--- config.mk ---
export PLATFORM = sky130hd
export DESIGN_NAME = sdbcs_top
export DESIGN_NICKNAME = d
export VERILOG_FILES = /design/src/logic/sdbcs_pkg.sv /design/src/logic/sdbcs_bank.sv /design/src/logic/sdbcs_top.sv
export SDC_FILE = /design/constraint.sdc
export NUM_CORES = 1
export LEC_CHECK = 0
export BUFFER_PORTS_ARGS = -buffer_cell sky130_fd_sc_hd__buf_2
export CAP_MARGIN = 20
export CORE_MARGIN = 1.5
export CORE_UTILIZATION = 52
export CTS_CLUSTER_DIAMETER = 30
export DETAILED_ROUTE_END_ITERATION = 10
export GPL_TIMING_DRIVEN = 0
export PLACE_DENSITY = 0.7
export SLEW_MARGIN = 20
export SYNTH_ARGS = -nofsm -noshare
export SYNTH_HDL_FRONTEND = slang
export SYNTH_HIERARCHICAL = 1
export SYNTH_SLANG_ARGS = --single-unit
--- constraint.sdc ---
create_clock -name clk -period 9.76 [get_ports clk]
set_input_delay 1.952 -clock clk [delete_from_list [all_inputs] [get_ports clk]]
set_output_delay 1.952 -clock clk [all_outputs]
set_load 0.01 [all_outputs]
--- src/logic/sdbcs_pkg.sv ---
`default_nettype none

package sdbcs_pkg;

    // ------------------------------------------------------------
    // timing
    // ------------------------------------------------------------
    localparam int CLK_PERIOD_NS = 4;
    localparam int T_RP_NS       = 20;
    localparam int T_RCD_NS      = 20;
    localparam int T_RFC_NS      = 66;
    localparam int T_XSR_NS      = 75;
    localparam int T_MRD_CYC     = 2;

    localparam int TMR_W = 5;

    localparam logic [TMR_W-1:0] TRP_CYC  = TMR_W'((T_RP_NS + CLK_PERIOD_NS - 1) / CLK_PERIOD_NS);
    localparam logic [TMR_W-1:0] TRCD_CYC = TMR_W'((T_RCD_NS + CLK_PERIOD_NS - 1) / CLK_PERIOD_NS);
    localparam logic [TMR_W-1:0] TRFC_CYC = TMR_W'((T_RFC_NS + CLK_PERIOD_NS - 1) / CLK_PERIOD_NS);
    localparam logic [TMR_W-1:0] TXSR_CYC = TMR_W'((T_XSR_NS + CLK_PERIOD_NS - 1) / CLK_PERIOD_NS);
    localparam logic [TMR_W-1:0] TMRD_CYC = TMR_W'(T_MRD_CYC);

    // timers load count-1 so a state lasts exactly the full count
    localparam logic [TMR_W-1:0] TRP_LOAD  = TRP_CYC - 5'h01;
    localparam logic [TMR_W-1:0] TRCD_LOAD = TRCD_CYC - 5'h01;
    localparam logic [TMR_W-1:0] TRFC_LOAD = TRFC_CYC - 5'h01;
    localparam logic [TMR_W-1:0] TXSR_LOAD = TXSR_CYC - 5'h01;
    localparam logic [TMR_W-1:0] TMRD_LOAD = TMRD_CYC - 5'h01;

    localparam int NUM_BANKS = 4;

    // ------------------------------------------------------------
    // encodings
    // ------------------------------------------------------------
    // {ras_n, cas_n, we_n} with chip select low
    typedef enum logic [2:0] {
        SDBCS_OP_LMR = 3'b000,
        SDBCS_OP_REF = 3'b001,
        SDBCS_OP_PRE = 3'b010,
        SDBCS_OP_ACT = 3'b011,
        SDBCS_OP_WR  = 3'b100,
        SDBCS_OP_RD  = 3'b101,
        SDBCS_OP_BT  = 3'b110,
        SDBCS_OP_NOP = 3'b111
    } sdbcs_op_t;

    typedef enum logic [2:0] {
        BANK_IDLE       = 3'b000,
        BANK_ACTIVATING = 3'b001,
        BANK_ACTIVE     = 3'b010,
        BANK_READ       = 3'b011,
        BANK_WRITE      = 3'b100,
        BANK_READ_AP    = 3'b101,
        BANK_WRITE_AP   = 3'b110,
        BANK_PRECHARGE  = 3'b111
    } sdbcs_bank_state_t;

    typedef enum logic [2:0] {
        DEV_NORMAL   = 3'b000,
        DEV_REFRESH  = 3'b001,
        DEV_MODE_REG = 3'b010,
        DEV_PRE_ALL  = 3'b011,
        DEV_SELF_REF = 3'b100,
        DEV_SR_EXIT  = 3'b101
    } sdbcs_dev_state_t;

    // ------------------------------------------------------------
    // carriers
    // ------------------------------------------------------------
    typedef struct packed {
        logic       cs_n;
        logic       ras_n;
        logic       cas_n;
        logic       we_n;
        logic [1:0] ba;
        logic       a10;
    } sdbcs_pins_t;

    typedef struct packed {
        logic act;
        logic rd;
        logic wr;
        logic ap;
        logic pre;
        logic stop;
        logic intr;
    } sdbcs_bank_ev_t;

    typedef struct packed {
        sdbcs_dev_state_t dev;
        logic             accept;
        logic             illegal;
    } sdbcs_status_t;

    typedef struct packed {
        sdbcs_bank_state_t st;
        logic              ap_pre;
        logic [TMR_W-1:0]  tmr;
    } sdbcs_bank_regs_t;

    localparam sdbcs_bank_regs_t BANK_RESET = '{st: BANK_IDLE, ap_pre: 1'b0, tmr: 5'h00};

    function automatic logic sdbcs_is_open(input sdbcs_bank_state_t s);
        return (s == BANK_ACTIVE) || (s == BANK_READ) || (s == BANK_WRITE);
    endfunction

endpackage

`default_nettype wire

--- src/logic/sdbcs_bank.sv ---
`default_nettype none

module sdbcs_bank (
    input  wire logic                      clk,
    input  wire logic                      resetn,
    input  wire sdbcs_pkg::sdbcs_bank_ev_t ev,
    output var  sdbcs_pkg::sdbcs_bank_state_t state
);

    sdbcs_pkg::sdbcs_bank_regs_t q;
    sdbcs_pkg::sdbcs_bank_regs_t d;

    // ------------------------------------------------------------
    // next state
    // ------------------------------------------------------------
    always_comb begin
        d = q;
        if (q.tmr != 5'h00) begin
            d.tmr = q.tmr - 5'h01;
        end
        case (q.st)
            sdbcs_pkg::BANK_IDLE: begin
                if (ev.act) begin
                    d.st  = sdbcs_pkg::BANK_ACTIVATING;
                    d.tmr = sdbcs_pkg::TRCD_LOAD;
                end
                // precharge to an idle bank changes nothing
            end
            sdbcs_pkg::BANK_ACTIVATING: begin
                if (q.tmr == 5'h00) begin
                    d.st = sdbcs_pkg::BANK_ACTIVE;
                end
            end
            sdbcs_pkg::BANK_ACTIVE, sdbcs_pkg::BANK_READ, sdbcs_pkg::BANK_WRITE: begin
                if (q.st != sdbcs_pkg::BANK_ACTIVE && (ev.stop || ev.intr)) begin
                    d.st = sdbcs_pkg::BANK_ACTIVE;
                end
                if (ev.rd) begin
                    d.st = ev.ap ? sdbcs_pkg::BANK_READ_AP : sdbcs_pkg::BANK_READ;
                end else if (ev.wr) begin
                    d.st = ev.ap ? sdbcs_pkg::BANK_WRITE_AP : sdbcs_pkg::BANK_WRITE;
                end else if (ev.pre) begin
                    d.st  = sdbcs_pkg::BANK_PRECHARGE;
                    d.tmr = sdbcs_pkg::TRP_LOAD;
                end
            end
            sdbcs_pkg::BANK_READ_AP, sdbcs_pkg::BANK_WRITE_AP: begin
                if (!q.ap_pre) begin
                    if (ev.stop || ev.intr) begin
                        d.ap_pre = 1'b1;
                        d.tmr    = sdbcs_pkg::TRP_LOAD;
                    end
                end else if (q.tmr == 5'h00) begin
                    d.ap_pre = 1'b0;
                    d.st     = sdbcs_pkg::BANK_IDLE;
                end
            end
            sdbcs_pkg::BANK_PRECHARGE: begin
                if (q.tmr == 5'h00) begin
                    d.st = sdbcs_pkg::BANK_IDLE;
                end
            end
            default: begin
                d = sdbcs_pkg::BANK_RESET;
            end
        endcase
    end

    always_ff @(posedge clk or negedge resetn) begin
        if (!resetn) begin
            q <= sdbcs_pkg::BANK_RESET;
        end else begin
            q <= d;
        end
    end

    assign state = q.st;

endmodule

`default_nettype wire

--- src/logic/sdbcs_top.sv ---
`default_nettype none

module sdbcs_top (
    input  wire logic                   clk,
    input  wire logic                   resetn,
    input  wire logic                   cke,
    input  wire sdbcs_pkg::sdbcs_pins_t cmd_i,
    input  wire logic                   burst_done,
    output var  sdbcs_pkg::sdbcs_bank_state_t [3:0] bank_state,
    output var  sdbcs_pkg::sdbcs_status_t status
);

    // ------------------------------------------------------------
    // state
    // ------------------------------------------------------------
    typedef struct packed {
        sdbcs_pkg::sdbcs_dev_state_t   dev;
        logic [sdbcs_pkg::TMR_W-1:0]   tmr;
        logic                          cke_q;
        logic [1:0]                    last_bank;
        logic                          accept;
        logic                          illegal;
    } sdbcs_top_regs_t;

    localparam sdbcs_top_regs_t TOP_RESET = '{
        dev:       sdbcs_pkg::DEV_NORMAL,
        tmr:       5'h00,
        cke_q:     1'b0,
        last_bank: 2'h0,
        accept:    1'b0,
        illegal:   1'b0
    };

    sdbcs_top_regs_t q;
    sdbcs_top_regs_t d;

    // ------------------------------------------------------------
    // decode
    // ------------------------------------------------------------
    sdbcs_pkg::sdbcs_op_t         op;
    sdbcs_pkg::sdbcs_bank_state_t tgt;
    sdbcs_pkg::sdbcs_bank_state_t last_st;
    logic                         all_idle;
    logic                         all_pre_ok;
    logic                         selected;
    logic                         live;
    logic                         busy_cmd;
    logic                         sr_entry;
    logic                         legal;
    logic                         ok;
    logic [3:0]                   idle_vec;
    logic [3:0]                   pre_ok_vec;

    assign op       = sdbcs_pkg::sdbcs_op_t'({cmd_i.ras_n, cmd_i.cas_n, cmd_i.we_n});
    assign tgt      = bank_state[cmd_i.ba];
    assign last_st  = bank_state[q.last_bank];
    assign selected = !cmd_i.cs_n && (op != sdbcs_pkg::SDBCS_OP_NOP);

    // executable only with clock enable high on both edges
    assign live = selected && q.cke_q && cke && (q.dev == sdbcs_pkg::DEV_NORMAL);

    // anything executable in a timed device state is refused
    assign busy_cmd = selected && cke && (q.dev != sdbcs_pkg::DEV_NORMAL)
                      && (q.dev != sdbcs_pkg::DEV_SELF_REF);

    assign sr_entry = !cmd_i.cs_n && (op == sdbcs_pkg::SDBCS_OP_REF) && q.cke_q && !cke
                      && (q.dev == sdbcs_pkg::DEV_NORMAL) && all_idle;

    assign all_idle   = &idle_vec;
    assign all_pre_ok = &pre_ok_vec;

    always_comb begin
        case (op)
            sdbcs_pkg::SDBCS_OP_ACT: legal = (tgt == sdbcs_pkg::BANK_IDLE);
            sdbcs_pkg::SDBCS_OP_RD,
            sdbcs_pkg::SDBCS_OP_WR:  legal = sdbcs_pkg::sdbcs_is_open(tgt);
            sdbcs_pkg::SDBCS_OP_PRE: legal = cmd_i.a10 ? all_pre_ok :
                                             (sdbcs_pkg::sdbcs_is_open(tgt) ||
                                              tgt == sdbcs_pkg::BANK_IDLE);
            sdbcs_pkg::SDBCS_OP_REF,
            sdbcs_pkg::SDBCS_OP_LMR: legal = all_idle;
            sdbcs_pkg::SDBCS_OP_BT:  legal = (last_st == sdbcs_pkg::BANK_READ) ||
                                             (last_st == sdbcs_pkg::BANK_WRITE);
            default:                 legal = 1'b0;
        endcase
    end

    assign ok = live && legal;

    // ------------------------------------------------------------
    // banks
    // ------------------------------------------------------------
    sdbcs_pkg::sdbcs_bank_ev_t ev [sdbcs_pkg::NUM_BANKS];

    for (genvar i = 0; i < sdbcs_pkg::NUM_BANKS; i++) begin : g_bank
        logic hit;
        assign hit           = (cmd_i.ba == 2'(i));
        assign idle_vec[i]   = (bank_state[i] == sdbcs_pkg::BANK_IDLE);
        assign pre_ok_vec[i] = idle_vec[i] || sdbcs_pkg::sdbcs_is_open(bank_state[i]);
        assign ev[i].act  = ok && hit && (op == sdbcs_pkg::SDBCS_OP_ACT);
        assign ev[i].rd   = ok && hit && (op == sdbcs_pkg::SDBCS_OP_RD);
        assign ev[i].wr   = ok && hit && (op == sdbcs_pkg::SDBCS_OP_WR);
        assign ev[i].ap   = cmd_i.a10;
        assign ev[i].pre  = ok && (op == sdbcs_pkg::SDBCS_OP_PRE) && (hit || cmd_i.a10);
        // most recent burst ends by terminate or by its own end
        assign ev[i].stop = (q.last_bank == 2'(i)) &&
                            ((ok && op == sdbcs_pkg::SDBCS_OP_BT) || burst_done);
        // a burst started in another bank interrupts this one
        assign ev[i].intr = ok && !hit &&
                            (op == sdbcs_pkg::SDBCS_OP_RD || op == sdbcs_pkg::SDBCS_OP_WR);

        sdbcs_bank u_bank (
            .clk    (clk),
            .resetn (resetn),
            .ev     (ev[i]),
            .state  (bank_state[i])
        );
    end

    // ------------------------------------------------------------
    // device state and shared timer
    // ------------------------------------------------------------
    always_comb begin
        d         = q;
        d.cke_q   = cke;
        d.accept  = ok;
        d.illegal = (live && !legal) || busy_cmd;
        if (q.tmr != 5'h00) begin
            d.tmr = q.tmr - 5'h01;
        end
        if (ok && (op == sdbcs_pkg::SDBCS_OP_RD || op == sdbcs_pkg::SDBCS_OP_WR)) begin
            d.last_bank = cmd_i.ba;
        end
        case (q.dev)
            sdbcs_pkg::DEV_NORMAL: begin
                if (sr_entry) begin
                    d.dev = sdbcs_pkg::DEV_SELF_REF;
                end else if (ok && op == sdbcs_pkg::SDBCS_OP_REF) begin
                    d.dev = sdbcs_pkg::DEV_REFRESH;
                    d.tmr = sdbcs_pkg::TRFC_LOAD;
                end else if (ok && op == sdbcs_pkg::SDBCS_OP_LMR) begin
                    d.dev = sdbcs_pkg::DEV_MODE_REG;
                    d.tmr = sdbcs_pkg::TMRD_LOAD;
                end else if (ok && op == sdbcs_pkg::SDBCS_OP_PRE && cmd_i.a10) begin
                    d.dev = sdbcs_pkg::DEV_PRE_ALL;
                    d.tmr = sdbcs_pkg::TRP_LOAD;
                end
            end
            sdbcs_pkg::DEV_REFRESH, sdbcs_pkg::DEV_MODE_REG,
            sdbcs_pkg::DEV_PRE_ALL, sdbcs_pkg::DEV_SR_EXIT: begin
                if (q.tmr == 5'h00) begin
                    d.dev = sdbcs_pkg::DEV_NORMAL;
                end
            end
            sdbcs_pkg::DEV_SELF_REF: begin
                if (cke) begin
                    d.dev = sdbcs_pkg::DEV_SR_EXIT;
                    d.tmr = sdbcs_pkg::TXSR_LOAD;
                end
            end
            default: begin
                d.dev = sdbcs_pkg::DEV_NORMAL;
            end
        endcase
    end

    always_ff @(posedge clk or negedge resetn) begin
        if (!resetn) begin
            q <= TOP_RESET;
        end else begin
            q <= d;
        end
    end

    assign status = '{dev: q.dev, accept: q.accept, illegal: q.illegal};
endmodule

`default_nettype wire

# Yosys cells after proc, flatten, opt, wreduce, memory -nomap -nowiden
# Index checks and enable logic that the tools add are counted.
# word_totals
latchBits	0
output_inout_bits	17
ramBits	0
memories	0
register_bits	49
elab_cells	330
rom_bits	0
# op_classes
mul	0
n_div	0
eq_ne	83
reduce_logical	128
shifts	0
bitwise	0
mux	94
addsub	5
order_cmp	2
# op_table
cell	n
$mux 5	26
$mux 3	37
$eq 3x3->1 const B	23
$pmux 3 s5	4
$pmux 5 s3	4
$logic_and 1x1->1	56
$eq 3x2->1 const B	15
$ne 2x1->1 const B	20
$mux 8	4
$logic_or 1x1->1	27
$logic_not 5->1	5
$reduce_bool 5->1	5
$sub 5x1->5 const B	5
$mux 6	4
$reduce_and 6->1	4
$logic_not 3->1	7
$ne 5x4->1 const B	4
$eq 3x1->1 const B	6
$mux 4	4
$bmux 3 s2	2
$ne 3x2->1 const B	4
$reduce_or 2->1	6
$reduce_or 3->1	4
$pmux 5 s2	1
other kinds (16)	35

# Logic depth before layout (Yosys ltp)
# Gate-level depths: netlist of run 1.
# logic_depth
ltp_word	19
mapped_depth	13
ltp_nobuf	12

# Hierarchy
# Netlist of run 1, hierarchy kept.
# by_module_without_submodules
mod	seq_area_each_um2	n_inst	cells_each	area_each_um2
sdbcs_bank (g_bank[0].u_bank ...)	225.2	3	78	683.2
sdbcs_top	325.3	1	161	1345.0
sdbcs_bank (g_bank[2].u_bank)	225.2	1	71	666.9

# Least setup slack after synthesis of run 1
# OpenSTA, ideal clock, no wires.
# synth_path
kind	input to register
start	in cmd_i[1] (netlist name)
end	reg g_bank[2].u_bank/q[2] (netlist name)
path_stages	12
arrival_ns	4.981
path_slack_ns	4.661
path_buffers	2
setup_time_ns	0.118
cell_sequence	buf_6 -> mux4_1 -> or4_1 -> a21oi_2 -> o41ai_2 -> buf_6 -> or3_4 -> nor2_1 -> or4b_1 -> o21ai_1 -> mux4_2 -> a21o_1
# synth_rtl
element	line	rtl
start: declaration	sdbcs_top.sv:7	input wire sdbcs_pkg::sdbcs_pins_t cmd_i,
end signal: assignment	sdbcs_bank.sv:71	q <= sdbcs_pkg::BANK_RESET;
end: declaration	sdbcs_bank.sv:10	sdbcs_pkg::sdbcs_bank_regs_t q;

==> load_flow_metrics.sql, run 1 <==
INSERT INTO impl_metrics (metric_group, metric, value, unit) VALUES
('status', 'outcome', 'complete, no violations', ''),
('layout', 'n_antenna_cell', '0', ''),
('floorplanning', 'initial_core_util', '0.531', ''),
('route', 'drt-vias-per-instance', '5.90', ''),
('floorplanning', 'design.die.area', '8350', 'um^2'),
('yosys', 'postSynthNetCount', '482', ''),
('yosys', 'synth-edff-count', '0', ''),
('placement', 'port_buffers', '25', ''),
('yosys', 'synth.top_cells.by_count', '52 x sky130_fd_sc_hd__nor2_1, 49 x sky130_fd_sc_hd__dfrtp_1, 31 x sky130_fd_sc_hd__o21ai_0', ''),
('clock_tree', 'cts.clk_slew.worst_paths', '0.09', 'ns'),
('sta', 'slew_violations', '0', ''),
('min_path', 'whs_path_cells', '2', ''),
('route', 'postRouteAntennaNets', '0', ''),
('job', 'drv_cap', '0', ''),
('clock_tree', 'clock_latency', '0.30', 'ns'),
('sta', 'fin_ws', '4.41', 'ns'),
('clock_tree', 'post_cts_buffers', '0', ''),
('sta', 'worst_pin_slew', '0.794', 'ns'),
('yosys', 'synthesis.area_per_instance', '8.72', 'um^2'),
('sta', 'relSlewSlack', '0.463', ''),
('yosys', 'synth_unique_cells', '76', ''),
('yosys', 'synth_area_leaders', 'sky130_fd_sc_hd__dfrtp_1 30%, sky130_fd_sc_hd__nor2_1 4.8%, sky130_fd_sc_hd__o21ai_0 3.8%, sky130_fd_sc_hd__nor3b_1 3.3%, sky130_fd_sc_hd__buf_4 3.1%', ''),
('min_path', 'hold_path.class', 'flop to flop', ''),
('clock_tree', 'max-clock-path-buffers', '2', ''),
('worst_setup_path', 'reg2reg_slack', '5.78', 'ns'),
('yosys', 'synthesis.area', '4060', 'um^2'),
('yosys', 'ys_dominant_reg_cell', 'sky130_fd_sc_hd__dfrtp_1', ''),
('floorplanning', 'design.core.area', '7650', 'um^2'),
('sta', 'fin_crit_sh', '0.549', ''),
('floorplanning', 'boundaryPins', '28', ''),
('layout', 'post_route_cells_drive_above_1_share', '0.198', ''),
('sta', 'final-setup-viol-count', '0', ''),
('yosys', 'async_reset_ff_frac', '1.00', ''),
('grt', 'grt_max_degree', '50', ''),
('placement', 'post_place_setup_slack', '4.17', 'ns'),
('grt', 'number_of_antenna_violations_at_the_first_check_in_global_routing', '0', ''),
('route', 'postRouteWirelength', '9080', 'um'),
('worst_setup_path', 'worstPathMaxFanout', '20', ''),
('worst_setup_path', 'end_kind', 'flop', ''),
('sta', 'max_freq', '187', 'MHz'),
('min_path', 'endpoint_of_the_worst_hold_timing_path', 'g_bank[3].u_bank/q[4]$_DFF_PN0_', ''),
('power_and_ir_drop', 'max_vdd_drop', '0.110', 'mV'),
('route', 'detailroute.via_count', '3547', ''),
('clock_tree', 'postCtsResizedCells', '0', ''),
('yosys', 'synthesis_stage_register_bit_count', '49', ''),
('worst_setup_path', 'timing.reg2reg.worst_path_depth', '12', ''),
('route', 'number_of_detailed_route_iterations_in_the_first_pass', '6', ''),
('worst_setup_path', 'reg_to_reg_critical_path_startpoint', 'g_bank[1].u_bank/state[0]$_DFFE_PN0P_', ''),
('worst_setup_path', 'r2r-end', 'g_bank[2].u_bank/q[0]$_DFF_PN0_', ''),
('yosys', 'yosys_warnings', '6', ''),
('grt', 'grt_use_total', '0.229', ''),
('placement', 'dp_hpwl', '6750', 'um'),
('clock_tree', 'cts_root_buffer', 'sky130_fd_sc_hd__clkbuf_8', ''),
('sta', 'finalHoldViolations', '0', ''),
('worst_setup_path', 'cp.arrival', '5.57', 'ns'),
('route', 'detailedRoute.firstIterationViolations', '251', ''),
('yosys', 'synth_top_area_share', '0.302', ''),
('clock_tree', 'total_clock_buffers_created_by_cts', '5', ''),
('sta', 'timing.final.crit_period', '5.35', 'ns'),
('grt', 'grt_pass1_wl', '15700', 'um'),
('worst_setup_path', 'required', '9.97', 'ns'),
('power_and_ir_drop', 'cellLeakagePower', '0.00194', 'uW'),
('route', 'drt-wirelength-per-cell', '15.1', 'um'),
('yosys', 'seq_area_frac_synth', '0.302', ''),
('route', 'drc_violation_count_after_routing', '0', ''),
('sta', 'grt_setup_unrepaired', 'no', ''),
('grt', 'first_global_vias', '3426', ''),
('yosys', 'synth_largest_area_cell', 'sky130_fd_sc_hd__dfrtp_1', ''),
('worst_setup_path', 'worst-setup-path-type', 'primary input to flop', ''),
('yosys', 'yosys.cell_count.top_type', 'sky130_fd_sc_hd__nor2_1', ''),
('min_path', 'hold_start', 'g_bank[3].u_bank/q[4]$_DFF_PN0_', '');
[registers in the layout (all words and copies together) (netlist names)]
signal               cells
g_bank.u_bank/q         24
g_bank.u_bank/state     12
status                   5
q                        8
[metal layers]
layer	track usage	wire length [um]	vias up
met5	0	0	-
met3	0.0327	443	20
met1	0.298	4100	1684
li1	-	-	1745
met4	0.0820	206	0
met2	0.386	4330	98
[worst max-delay path: stages]
cell and delay, ns:
sky130_fd_sc_hd__buf_2 0.34, sky130_fd_sc_hd__nor4bb_1 0.76, sky130_fd_sc_hd__nand3_1 0.15, sky130_fd_sc_hd__o211ai_1 0.29, sky130_fd_sc_hd__o41ai_2 0.15, sky130_fd_sc_hd__buf_6 0.16
sky130_fd_sc_hd__or3_4 0.37, sky130_fd_sc_hd__nor2_1 0.38, sky130_fd_sc_hd__or4b_1 0.18, sky130_fd_sc_hd__o21ai_1 0.06, sky130_fd_sc_hd__mux4_2 0.53, sky130_fd_sc_hd__nor3_1 0.22
[metrics by stage]
stage | instance area [um^2] | cells | power [uW] | hold slack (ns) | utilization
after floorplan | 4060 | 466 | 731 | 0.479 | -
after global placement | 4310 | 593 | 818 | 0.506 | 0.564
after detailed placement | 4320 | 593 | 838 | 0.510 | 0.564
after CTS | 4430 | 601 | 993 | 0.523 | 0.580
after global routing | 4430 | 601 | 1070 | 0.559 | 0.580
final | 4430 | 601 | 986 | 0.518 | 0.580
[power breakdown]
| group | switching (uW) | total (uW) | internal, uW |
|---|---|---|---|
| clock network | 66.3 | 150 | 83.6 |
| registers | 64.1 | 336 | 272 |
| logic | 259 | 500 | 241 |
[area by class of cell]
type,count,area (um^2)
sequential,49,1230
buffer,42,285
multi-input combinational,347,2440
fill,710,3210
tap,102,128
clock inverter,1,30.0
timing repair buffer,25,128
clock buffer,7,86.3
inverter,28,105
[how the worst max path moves through the flow]
| stage | to | start | slack, ns |
|---|---|---|---|
| after floorplan | g_bank[2].u_bank/q[2]$_DFF_PN0_ | cmd_i[1] | 4.66 |
| after detailed placement | g_bank[2].u_bank/q[4]$_DFF_PN0_ | cmd_i[0] | 4.17 |
| after global routing | g_bank[2].u_bank/q[4]$_DFF_PN0_ | cmd_i[4] | 4.23 |
| final | g_bank[2].u_bank/q[0]$_DFF_PN0_ | cmd_i[0] | 4.41 |
| after global placement | g_bank[2].u_bank/q[4]$_DFF_PN0_ | cmd_i[0] | 4.22 |
| after CTS | g_bank[2].u_bank/q[4]$_DFF_PN0_ | cmd_i[0] | 4.48 |
[placed cells by master (no fill, tap or decap), types with 6 or more instances in the layout]
cell type,Yosys,final
sky130_fd_sc_hd__buf_2,3,27
sky130_fd_sc_hd__o21ai_0,31,31
sky130_fd_sc_hd__inv_1,24,24
sky130_fd_sc_hd__nor4_1,6,6
sky130_fd_sc_hd__a21oi_1,25,25
sky130_fd_sc_hd__buf_6,6,6
sky130_fd_sc_hd__nand3_1,6,6
sky130_fd_sc_hd__xnor2_1,12,12
sky130_fd_sc_hd__nand2_1,24,24
sky130_fd_sc_hd__buf_4,17,18
sky130_fd_sc_hd__mux2i_1,6,6
sky130_fd_sc_hd__nand2b_1,6,6
sky130_fd_sc_hd__nor2b_1,12,12
sky130_fd_sc_hd__dfrtp_1,49,49
sky130_fd_sc_hd__nor2_1,52,52
sky130_fd_sc_hd__clkbuf_8,0,6
sky130_fd_sc_hd__nor3b_1,18,18
sky130_fd_sc_hd__xor2_1,6,6
sky130_fd_sc_hd__o31ai_1,15,15
sky130_fd_sc_hd__nor3_1,17,17
sky130_fd_sc_hd__clkbuf_1,9,10
[kinds of logic after synthesis]
family          count (synthesis)  synth area share
compound gates                126             0.221
xor+xnor                       18            0.0388
fa+ha+maj                       5            0.0154
buf+inv                        70            0.0961
flops                          49             0.302
mux                            19            0.0749
simple gates                  179             0.252
Power figures use the tool's default switching activity.
==> run 2, diff against run 1 <==
--- a/config.mk
+++ b/config.mk
@@ -12,7 +12,7 @@
 export CTS_CLUSTER_DIAMETER = 30
 export DETAILED_ROUTE_END_ITERATION = 10
 export GPL_TIMING_DRIVEN = 0
-export PLACE_DENSITY = 0.7
+export PLACE_DENSITY = 0.73
 export SLEW_MARGIN = 20
 export SYNTH_ARGS = -nofsm -noshare
 export SYNTH_HDL_FRONTEND = slang
==> constraint.sdc (replaced) <==
create_clock -name clk -period 4.9 [get_ports clk]
set_input_delay 0.98 -clock clk [delete_from_list [all_inputs] [get_ports clk]]
set_output_delay 0.98 -clock clk [all_outputs]
set_load 0.01 [all_outputs]
==> run 2 against run 1 <==
  * Global-route usage is 0.62 points higher
  * Critical path depth is the same
  * Register-to-register slack worse by 4.9 ns
  * Sequential power is 99% higher
  * Routed wire length is 0.74% higher
  * Largest power group unchanged
  * Highest routed layer unchanged
==> load_flow_metrics.sql, run 2 (synthesis results as in run 1) <==
INSERT INTO impl_metrics (metric_group, metric, value, unit) VALUES
('status', 'outcome', 'complete, no violations', ''),
('grt', 'first_global_vias', '3398', ''),
('sta', 'slew_violations', '0', ''),
('sta', 'relSlewSlack', '0.575', ''),
('clock_tree', 'postCtsResizedCells', '0', ''),
('worst_setup_path', 'worst-setup-path-type', 'primary input to flop', ''),
('placement', 'placed_cells', '593', ''),
('job', 'drv_cap', '0', ''),
('clock_tree', 'max-clock-path-buffers', '2', ''),
('placement', 'port_buffers', '25', ''),
('floorplanning', 'fp.dieH', '91.4', 'um'),
('floorplanning', 'boundaryPins', '28', ''),
('grt', 'number_of_antenna_violations_at_the_first_check_in_global_routing', '0', ''),
('layout', 'post_layout_cell_count', '601', ''),
('sta', 'clock_skew', '0.00869', 'ns'),
('worst_setup_path', 'start_kind', 'primary input', ''),
('grt', 'grt_max_degree', '50', ''),
('floorplanning', 'design.core.area', '7650', 'um^2'),
('layout', 'layout_commonest_cell', 'sky130_fd_sc_hd__nor2_1', ''),
('grt', 'grt_pass1_wl', '16000', 'um'),
('route', 'drt-wirelength-per-cell', '15.2', 'um'),
('sta', 'max_freq', '232', 'MHz'),
('layout', 'largest-register', 'g_bank.u_bank/q', ''),
('sta', 'fin_crit_sh', '0.880', ''),
('min_path', 'hold_path.class', 'flop to flop', ''),
('power_and_ir_drop', 'cellLeakagePower', '0.00194', 'uW'),
('sta', 'finalSetupTns', '0', 'ns'),
('grt', 'grt_use_total', '0.235', ''),
('power_and_ir_drop', 'max_vdd_drop', '0.247', 'mV'),
('sta', 'finalHoldViolations', '0', ''),
('grt', 'grt-ovfl-total', '0', ''),
('clock_tree', 'h_tree_depth', '2', ''),
('floorplanning', 'chipWidth', '91.4', 'um'),
('power_and_ir_drop', 'p_per_area', '443', 'nW/um^2'),
('route', 'detailroute.via_count', '3504', ''),
('clock_tree', 'post_cts_buffers', '0', ''),
('route', 'detailedRoute.firstIterationViolations', '237', ''),
('sta', 'final-setup-viol-count', '0', ''),
('layout', 'n_antenna_cell', '0', ''),
('clock_tree', 'cts_num_sinks', '49', ''),
('floorplanning', 'design.die.area', '8350', 'um^2'),
('layout', 'layout_common_cells', '52 x sky130_fd_sc_hd__nor2_1, 49 x sky130_fd_sc_hd__dfrtp_1, 31 x sky130_fd_sc_hd__o21ai_0, 27 x sky130_fd_sc_hd__buf_2, 25 x sky130_fd_sc_hd__a21oi_1', ''),
('sta', 'worst_pin_slew', '0.629', 'ns'),
('route', 'number_of_detailed_route_iterations_in_the_first_pass', '5', ''),
('route', 'drt-vias-per-instance', '5.83', ''),
('layout', 'n_fill_cell', '697', ''),
('worst_setup_path', 'cp.arrival', '4.53', 'ns'),
('layout', 'finalNetCount', '514', ''),
('worst_setup_path', 'required', '5.11', 'ns'),
('sta', 'grt_setup_unrepaired', 'no', ''),
('clock_tree', 'clock_latency', '0.30', 'ns'),
('clock_tree', 'cts_root_buffer', 'sky130_fd_sc_hd__clkbuf_8', ''),
('floorplanning', 'initial_core_util', '0.531', ''),
('worst_setup_path', 'worstPathMaxFanout', '20', ''),
('layout', 'multi_input_comb_area', '2440', 'um^2'),
('layout', 'largest_register_ff_count', '24', ''),
('route', 'drc_violation_count_after_routing', '0', ''),
('layout', 'post_route_cells_drive_above_1_share', '0.198', ''),
('floorplanning', 'num_rows', '32', ''),
('worst_setup_path', 'end_kind', 'flop', ''),
('sta', 'timing.final.crit_period', '4.31', 'ns'),
('route', 'postRouteAntennaNets', '0', ''),
('layout', 'areaGrowthSynthToFinish', '9.15', '%'),
('placement', 'dp_hpwl', '6680', 'um'),
('clock_tree', 'cts.clk_slew.worst_paths', '0.09', 'ns'),
('clock_tree', 'tritoncts', 'yes', ''),
('route', 'postRouteWirelength', '9140', 'um'),
('clock_tree', 'cts.hold.buffers_added', '0', ''),
('layout', 'ff_latch_area', '1230', 'um^2'),
('placement', 'finalWeightedCongestion', '0.961', ''),
('clock_tree', 'total_clock_buffers_created_by_cts', '5', '');
==> run 2: power by group <==
part / switching [uW] / leakage (uW) / total (uW) / internal (uW)
Combinational: 512 / 0.00129 / 992 / 480
Clock: 135 / 0.0000585 / 302 / 167
Sequential: 127 / 0.000590 / 668 / 541
==> run 2: worst max-delay path, cell delays in order <==
cell and delay, ns:
sky130_fd_sc_hd__buf_2 0.33, sky130_fd_sc_hd__nor4bb_1 0.64, sky130_fd_sc_hd__nand3_1 0.14, sky130_fd_sc_hd__o211ai_1 0.28, sky130_fd_sc_hd__o41ai_2 0.16, sky130_fd_sc_hd__buf_6 0.17, sky130_fd_sc_hd__or3_4 0.37, sky130_fd_sc_hd__nor2_1 0.44
sky130_fd_sc_hd__or4b_1 0.20, sky130_fd_sc_hd__o21ai_1 0.06, sky130_fd_sc_hd__mux4_2 0.52, sky130_fd_sc_hd__nor3_1 0.23
==> run 2: final cells by class <==
class	instances	area share
Multi-Input combinational cell	347	0.552
Sequential cell	49	0.277
Buffer	42	0.0644
Timing Repair Buffer	25	0.0288
Tap cell	102	0.0288
Inverter	28	0.0237
Clock buffer	7	0.0195
Clock inverter	1	0.00677
==> run 2: path summary, 6_finish.rpt <==
kind | from | to | slack [ns] | cells after the start
worst min register to register | g_bank[3].u_bank/q[4]$_DFF_PN0_ | g_bank[3].u_bank/q[4]$_DFF_PN0_ | 0.53 | 2
worst max-delay path | cmd_i[0] | g_bank[2].u_bank/q[3]$_DFF_PN0_ | 0.59 | 12
max in group asynchronous | resetn | g_bank[2].u_bank/state[1]$_DFFE_PN0P_ | 3.77 | 1
min in group asynchronous | resetn | g_bank[0].u_bank/q[3]$_DFF_PN0_ | 0.69 | 1
worst min-delay path | g_bank[3].u_bank/q[4]$_DFF_PN0_ | g_bank[3].u_bank/q[4]$_DFF_PN0_ | 0.53 | 2
worst max register to register | g_bank[1].u_bank/state[0]$_DFFE_PN0P_ | g_bank[2].u_bank/q[3]$_DFF_PN0_ | 0.85 | 12
==> run 2: metrics by stage <==
step	power, uW	hold WS (ns)	worst slack [ns]	utilization	instance area [um^2]
after floorplan	1460	0.479	0.773	-	4060
after CTS	1980	0.531	0.668	0.580	4430
after global placement	1630	0.504	0.359	0.564	4310
after detailed placement	1660	0.517	0.368	0.564	4320
final	1960	0.525	0.589	0.580	4430
after global routing	2140	0.554	0.409	0.580	4430
==> run 2: layer usage <==
metal | track usage | up-vias | part of all wire
met5 | 0 | - | 0
met4 | 0.0742 | 0 | 0.018
met3 | 0.0377 | 17 | 0.039
met2 | 0.393 | 81 | 0.48
met1 | 0.310 | 1667 | 0.46
li1 | - | 1739 | -
==> run 3, diff against run 2 <==
--- a/config.mk
+++ b/config.mk
@@ -5,14 +5,17 @@
 export SDC_FILE = /design/constraint.sdc
 export NUM_CORES = 1
 export LEC_CHECK = 0
+export ABC_AREA = 1
 export BUFFER_PORTS_ARGS = -buffer_cell sky130_fd_sc_hd__buf_2
 export CAP_MARGIN = 20
-export CORE_MARGIN = 1.5
-export CORE_UTILIZATION = 52
+export CELL_PAD_IN_SITES_DETAIL_PLACEMENT = 0
+export CELL_PAD_IN_SITES_GLOBAL_PLACEMENT = 1
+export CORE_MARGIN = 3
+export CORE_UTILIZATION = 40
 export CTS_CLUSTER_DIAMETER = 30
 export DETAILED_ROUTE_END_ITERATION = 10
 export GPL_TIMING_DRIVEN = 0
-export PLACE_DENSITY = 0.73
+export PLACE_DENSITY_LB_ADDON = 0.1
 export SLEW_MARGIN = 20
 export SYNTH_ARGS = -nofsm -noshare
 export SYNTH_HDL_FRONTEND = slang
==> run 3 against run 2 <==
  * Design area grew 6.1%
  * Final cell count increased by 36%
  * Critical path depth is 11 higher
  * Setup slack improved by 1.3 ns
  * Core utilization fell by 13 points
  * Clock power grew 3%
  * Combinational power rose by 43%
  * Sequential cell count unchanged
  * Maximum frequency increased by 43%
==> load_flow_metrics.sql, run 3 <==
INSERT INTO impl_metrics (metric_group, metric, value, unit) VALUES
('yosys', 'synth-edff-count', '0', ''),
('floorplanning', 'num_rows', '37', ''),
('floorplanning', 'design.die.area', '12000', 'um^2'),
('layout', 'design_area', '4700', 'um^2'),
('sta', 'finalHoldViolations', '0', ''),
('power_and_ir_drop', 'p_per_area', '521', 'nW/um^2'),
('sta', 'relSlewSlack', '0.566', ''),
('yosys', 'yosys.cell_count.top_type', 'sky130_fd_sc_hd__nand2_1', ''),
('clock_tree', 'clock_latency', '0.32', 'ns'),
('yosys', 'synthesis.area', '4290', 'um^2'),
('yosys', 'seq_area_frac_synth', '0.286', ''),
('worst_setup_path', 'start_kind', 'primary input', ''),
('grt', 'number_of_antenna_violations_at_the_first_check_in_global_routing', '0', ''),
('min_path', 'endpoint_of_the_worst_hold_timing_path', 'g_bank[3].u_bank/q[5]$_DFFE_PN0P_', ''),
('layout', 'post_route_cells_drive_above_1_share', '0.231', ''),
('clock_tree', 'max-clock-path-buffers', '2', ''),
('min_path', 'hold_start', 'g_bank[3].u_bank/q[5]$_DFFE_PN0P_', ''),
('route', 'detailroute.via_count', '3949', ''),
('yosys', 'postSynthNetCount', '667', ''),
('clock_tree', 'post_cts_buffers', '0', ''),
('clock_tree', 'cts_num_sinks', '49', ''),
('yosys', 'synth_top_area_share', '0.286', ''),
('yosys', 'synth_cells', '651', ''),
('sta', 'final-setup-viol-count', '0', ''),
('grt', 'grt_max_degree', '50', ''),
('layout', 'finalNetCount', '699', ''),
('min_path', 'hold_path.class', 'flop to flop', ''),
('clock_tree', 'total_clock_buffers_created_by_cts', '5', ''),
('worst_setup_path', 'cp.arrival', '3.23', 'ns'),
('sta', 'fin_worst_hold_slack', '0.492', 'ns'),
('floorplanning', 'initial_core_util', '0.414', ''),
('grt', 'grt_use_total', '0.179', ''),
('clock_tree', 'cts_root_buffer', 'sky130_fd_sc_hd__clkbuf_8', ''),
('sta', 'worst_pin_slew', '0.652', 'ns'),
('floorplanning', 'chipWidth', '110', 'um'),
('route', 'number_of_detailed_route_iterations_in_the_first_pass', '4', ''),
('worst_setup_path', 'reg2reg_slack', '2.17', 'ns'),
('route', 'drt-wirelength-per-cell', '12.3', 'um'),
('clock_tree', 'cts.hold.buffers_added', '0', ''),
('grt', 'first_global_vias', '3675', ''),
('route', 'drt-vias-per-instance', '4.82', ''),
('min_path', 'whs_path_cells', '2', ''),
('clock_tree', 'cts.clk_slew.worst_paths', '0.09', 'ns'),
('power_and_ir_drop', 'max_vdd_drop', '0.237', 'mV'),
('grt', 'grt_pass1_wl', '16900', 'um'),
('route', 'postRouteAntennaNets', '0', ''),
('grt', 'grt-ovfl-total', '0', ''),
('yosys', 'synthesis.area_per_instance', '6.59', 'um^2'),
('placement', 'dp_hpwl', '7890', 'um'),
('job', 'drv_cap', '0', ''),
('floorplanning', 'fp.dieH', '110', 'um'),
('worst_setup_path', 'worstPathMaxFanout', '10', ''),
('yosys', 'synth_largest_area_cell', 'sky130_fd_sc_hd__dfrtp_1', ''),
('sta', 'clock_skew', '0.00878', 'ns'),
('yosys', 'synth_area_leaders', 'sky130_fd_sc_hd__dfrtp_1 29%, sky130_fd_sc_hd__nand2_1 19%, sky130_fd_sc_hd__nor2_1 7.0%, sky130_fd_sc_hd__inv_1 5.9%, sky130_fd_sc_hd__nand3_1 4.2%', ''),
('worst_setup_path', 'reg_to_reg_critical_path_startpoint', 'g_bank[1].u_bank/state[1]$_DFFE_PN0P_', ''),
('sta', 'timing.final.crit_period', '3.02', 'ns'),
('layout', 'areaGrowthSynthToFinish', '9.65', '%'),
('floorplanning', 'boundaryPins', '28', ''),
('worst_setup_path', 'required', '5.11', 'ns'),
('sta', 'fin_crit_sh', '0.615', ''),
('power_and_ir_drop', 'cellLeakagePower', '0.00251', 'uW'),
('worst_setup_path', 'end_kind', 'flop', ''),
('route', 'postRouteWirelength', '10100', 'um'),
('sta', 'slew_violations', '0', ''),
('sta', 'grt_setup_unrepaired', 'no', ''),
('yosys', 'synth.top_cells.by_count', '214 x sky130_fd_sc_hd__nand2_1, 80 x sky130_fd_sc_hd__nor2_1, 67 x sky130_fd_sc_hd__inv_1', ''),
('layout', 'layout_common_cells', '214 x sky130_fd_sc_hd__nand2_1, 80 x sky130_fd_sc_hd__nor2_1, 67 x sky130_fd_sc_hd__inv_1, 49 x sky130_fd_sc_hd__dfrtp_1, 36 x sky130_fd_sc_hd__nand3_1', ''),
('yosys', 'synthesis_stage_register_bit_count', '49', ''),
('layout', 'layout.core_utilization', '0.454', ''),
('status', 'outcome', 'complete, no violations', ''),
('clock_tree', 'tritoncts', 'yes', ''),
('layout', 'post_layout_cell_count', '820', ''),
('sta', 'max_freq', '332', 'MHz'),
('worst_setup_path', 'worst-setup-path-type', 'primary input to flop', ''),
('worst_setup_path', 'r2r-end', 'g_bank[1].u_bank/q[1]$_DFF_PN0_', ''),
('yosys', 'yosys_warnings', '6', ''),
('placement', 'finalWeightedCongestion', '0.831', ''),
('yosys', 'synth_unique_cells', '43', ''),
('sta', 'finalSetupTns', '0', 'ns'),
('yosys', 'async_reset_ff_frac', '1.00', ''),
('layout', 'n_antenna_cell', '0', ''),
('placement', 'placed_cells', '812', ''),
('worst_setup_path', 'critPathLaunch', 'cmd_i[2]', ''),
('route', 'drc_violation_count_after_routing', '0', ''),
('placement', 'placed_area', '4590', 'um^2'),
('route', 'detailedRoute.firstIterationViolations', '221', ''),
('yosys', 'ys_dominant_reg_cell', 'sky130_fd_sc_hd__dfrtp_1', ''),
('layout', 'layout_commonest_cell', 'sky130_fd_sc_hd__nand2_1', ''),
('layout', 'largest_register_ff_count', '24', ''),
('placement', 'port_buffers', '25', ''),
('floorplanning', 'design.core.area', '10400', 'um^2'),
('worst_setup_path', 'timing.reg2reg.worst_path_depth', '16', ''),
('clock_tree', 'postCtsResizedCells', '0', ''),
('layout', 'largest-register', 'g_bank.u_bank/q', ''),
('clock_tree', 'h_tree_depth', '2', '');
-- run 3: where the power goes --
part           switching [uW]  leakage [uW]  total, uW  internal (uW)
clock                     144     0.0000585        311            167
combinational             850       0.00186       1420            574
sequential                151      0.000592        717            566
-- run 3: final cells by class --
type / count / area (um^2)
Fill cell: 1112 / 5670
Clock inverter: 1 / 30.0
Tap cell: 136 / 170
Timing Repair Buffer: 25 / 128
Multi-Input combinational cell: 495 / 2570
Inverter: 85 / 329
Clock buffer: 7 / 86.3
Sequential cell: 49 / 1230
Buffer: 22 / 165
-- run 3: critical path, stage by stage --
cell and delay, ns:
sky130_fd_sc_hd__buf_2 0.12, sky130_fd_sc_hd__buf_2 0.20, sky130_fd_sc_hd__nand3_1 0.10, sky130_fd_sc_hd__nand2_1 0.06, sky130_fd_sc_hd__nor2_2 0.13, sky130_fd_sc_hd__nand2_1 0.06, sky130_fd_sc_hd__nand2_1 0.08, sky130_fd_sc_hd__nor2_1 0.05
sky130_fd_sc_hd__nor2_2 0.15, sky130_fd_sc_hd__nand3_4 0.14, sky130_fd_sc_hd__nand2_4 0.11, sky130_fd_sc_hd__inv_8 0.06, sky130_fd_sc_hd__nand2_4 0.10, sky130_fd_sc_hd__inv_4 0.06, sky130_fd_sc_hd__nand2_2 0.06, sky130_fd_sc_hd__nand2_1 0.06
sky130_fd_sc_hd__or2_2 0.31, sky130_fd_sc_hd__nand2_1 0.12, sky130_fd_sc_hd__nand3_4 0.08, sky130_fd_sc_hd__nand2_1 0.06, sky130_fd_sc_hd__nor2_1 0.04, sky130_fd_sc_hd__nand2_1 0.06, sky130_fd_sc_hd__nand2_1 0.04
-- run 3: per-layer routing --
layer / vias up / global-route usage / share of wire
met5: - / 0 / 0
met4: 0 / 0.0401 / 0.013
met3: 7 / 0.0282 / 0.029
met2: 43 / 0.309 / 0.48
met1: 1802 / 0.235 / 0.48
li1: 2097 / - / -
-- run 3: metrics by stage --
| step | setup WS [ns] | total power, uW |
|---|---|---|
| 3_5_place_dp | 1.53 | 2160 |
| 3_3_place_gp | 1.55 | 2140 |
| 4_1_cts | 1.86 | 2490 |
| 2_1_floorplan | 1.92 | 1860 |
| 5_1_grt | 1.68 | 2720 |
| 6_report | 1.88 | 2450 |
-- run 3: logic make-up (layout without fill, tap and decap cells) --
| family | Yosys count | count (layout) | synth area share |
|---|---|---|---|
| adders and majority gates | 5 | 5 | 0.0146 |
| buffers and inverters | 107 | 140 | 0.115 |
| DFF | 49 | 49 | 0.286 |
| and+or+nand+nor | 430 | 430 | 0.495 |
| AOI/OAI and AO/OA | 54 | 54 | 0.0773 |
| xor gates and xnor gates | 6 | 6 | 0.0122 |
-- run 3: how the worst max path moves through the flow --
stage | to | slack [ns] | cells after the start
global route | g_bank[1].u_bank/q[1]$_DFF_PN0_ | 1.68 | 17
finish | g_bank[0].u_bank/state[1]$_DFFE_PN0P_ | 1.88 | 23
CTS | g_bank[3].u_bank/q[3]$_DFF_PN0_ | 1.86 | 17
global placement | g_bank[0].u_bank/state[1]$_DFFE_PN0P_ | 1.55 | 23
detailed placement | g_bank[3].u_bank/q[3]$_DFF_PN0_ | 1.53 | 17
floorplan | g_bank[0].u_bank/state[1]$_DFFE_PN0P_ | 1.92 | 23
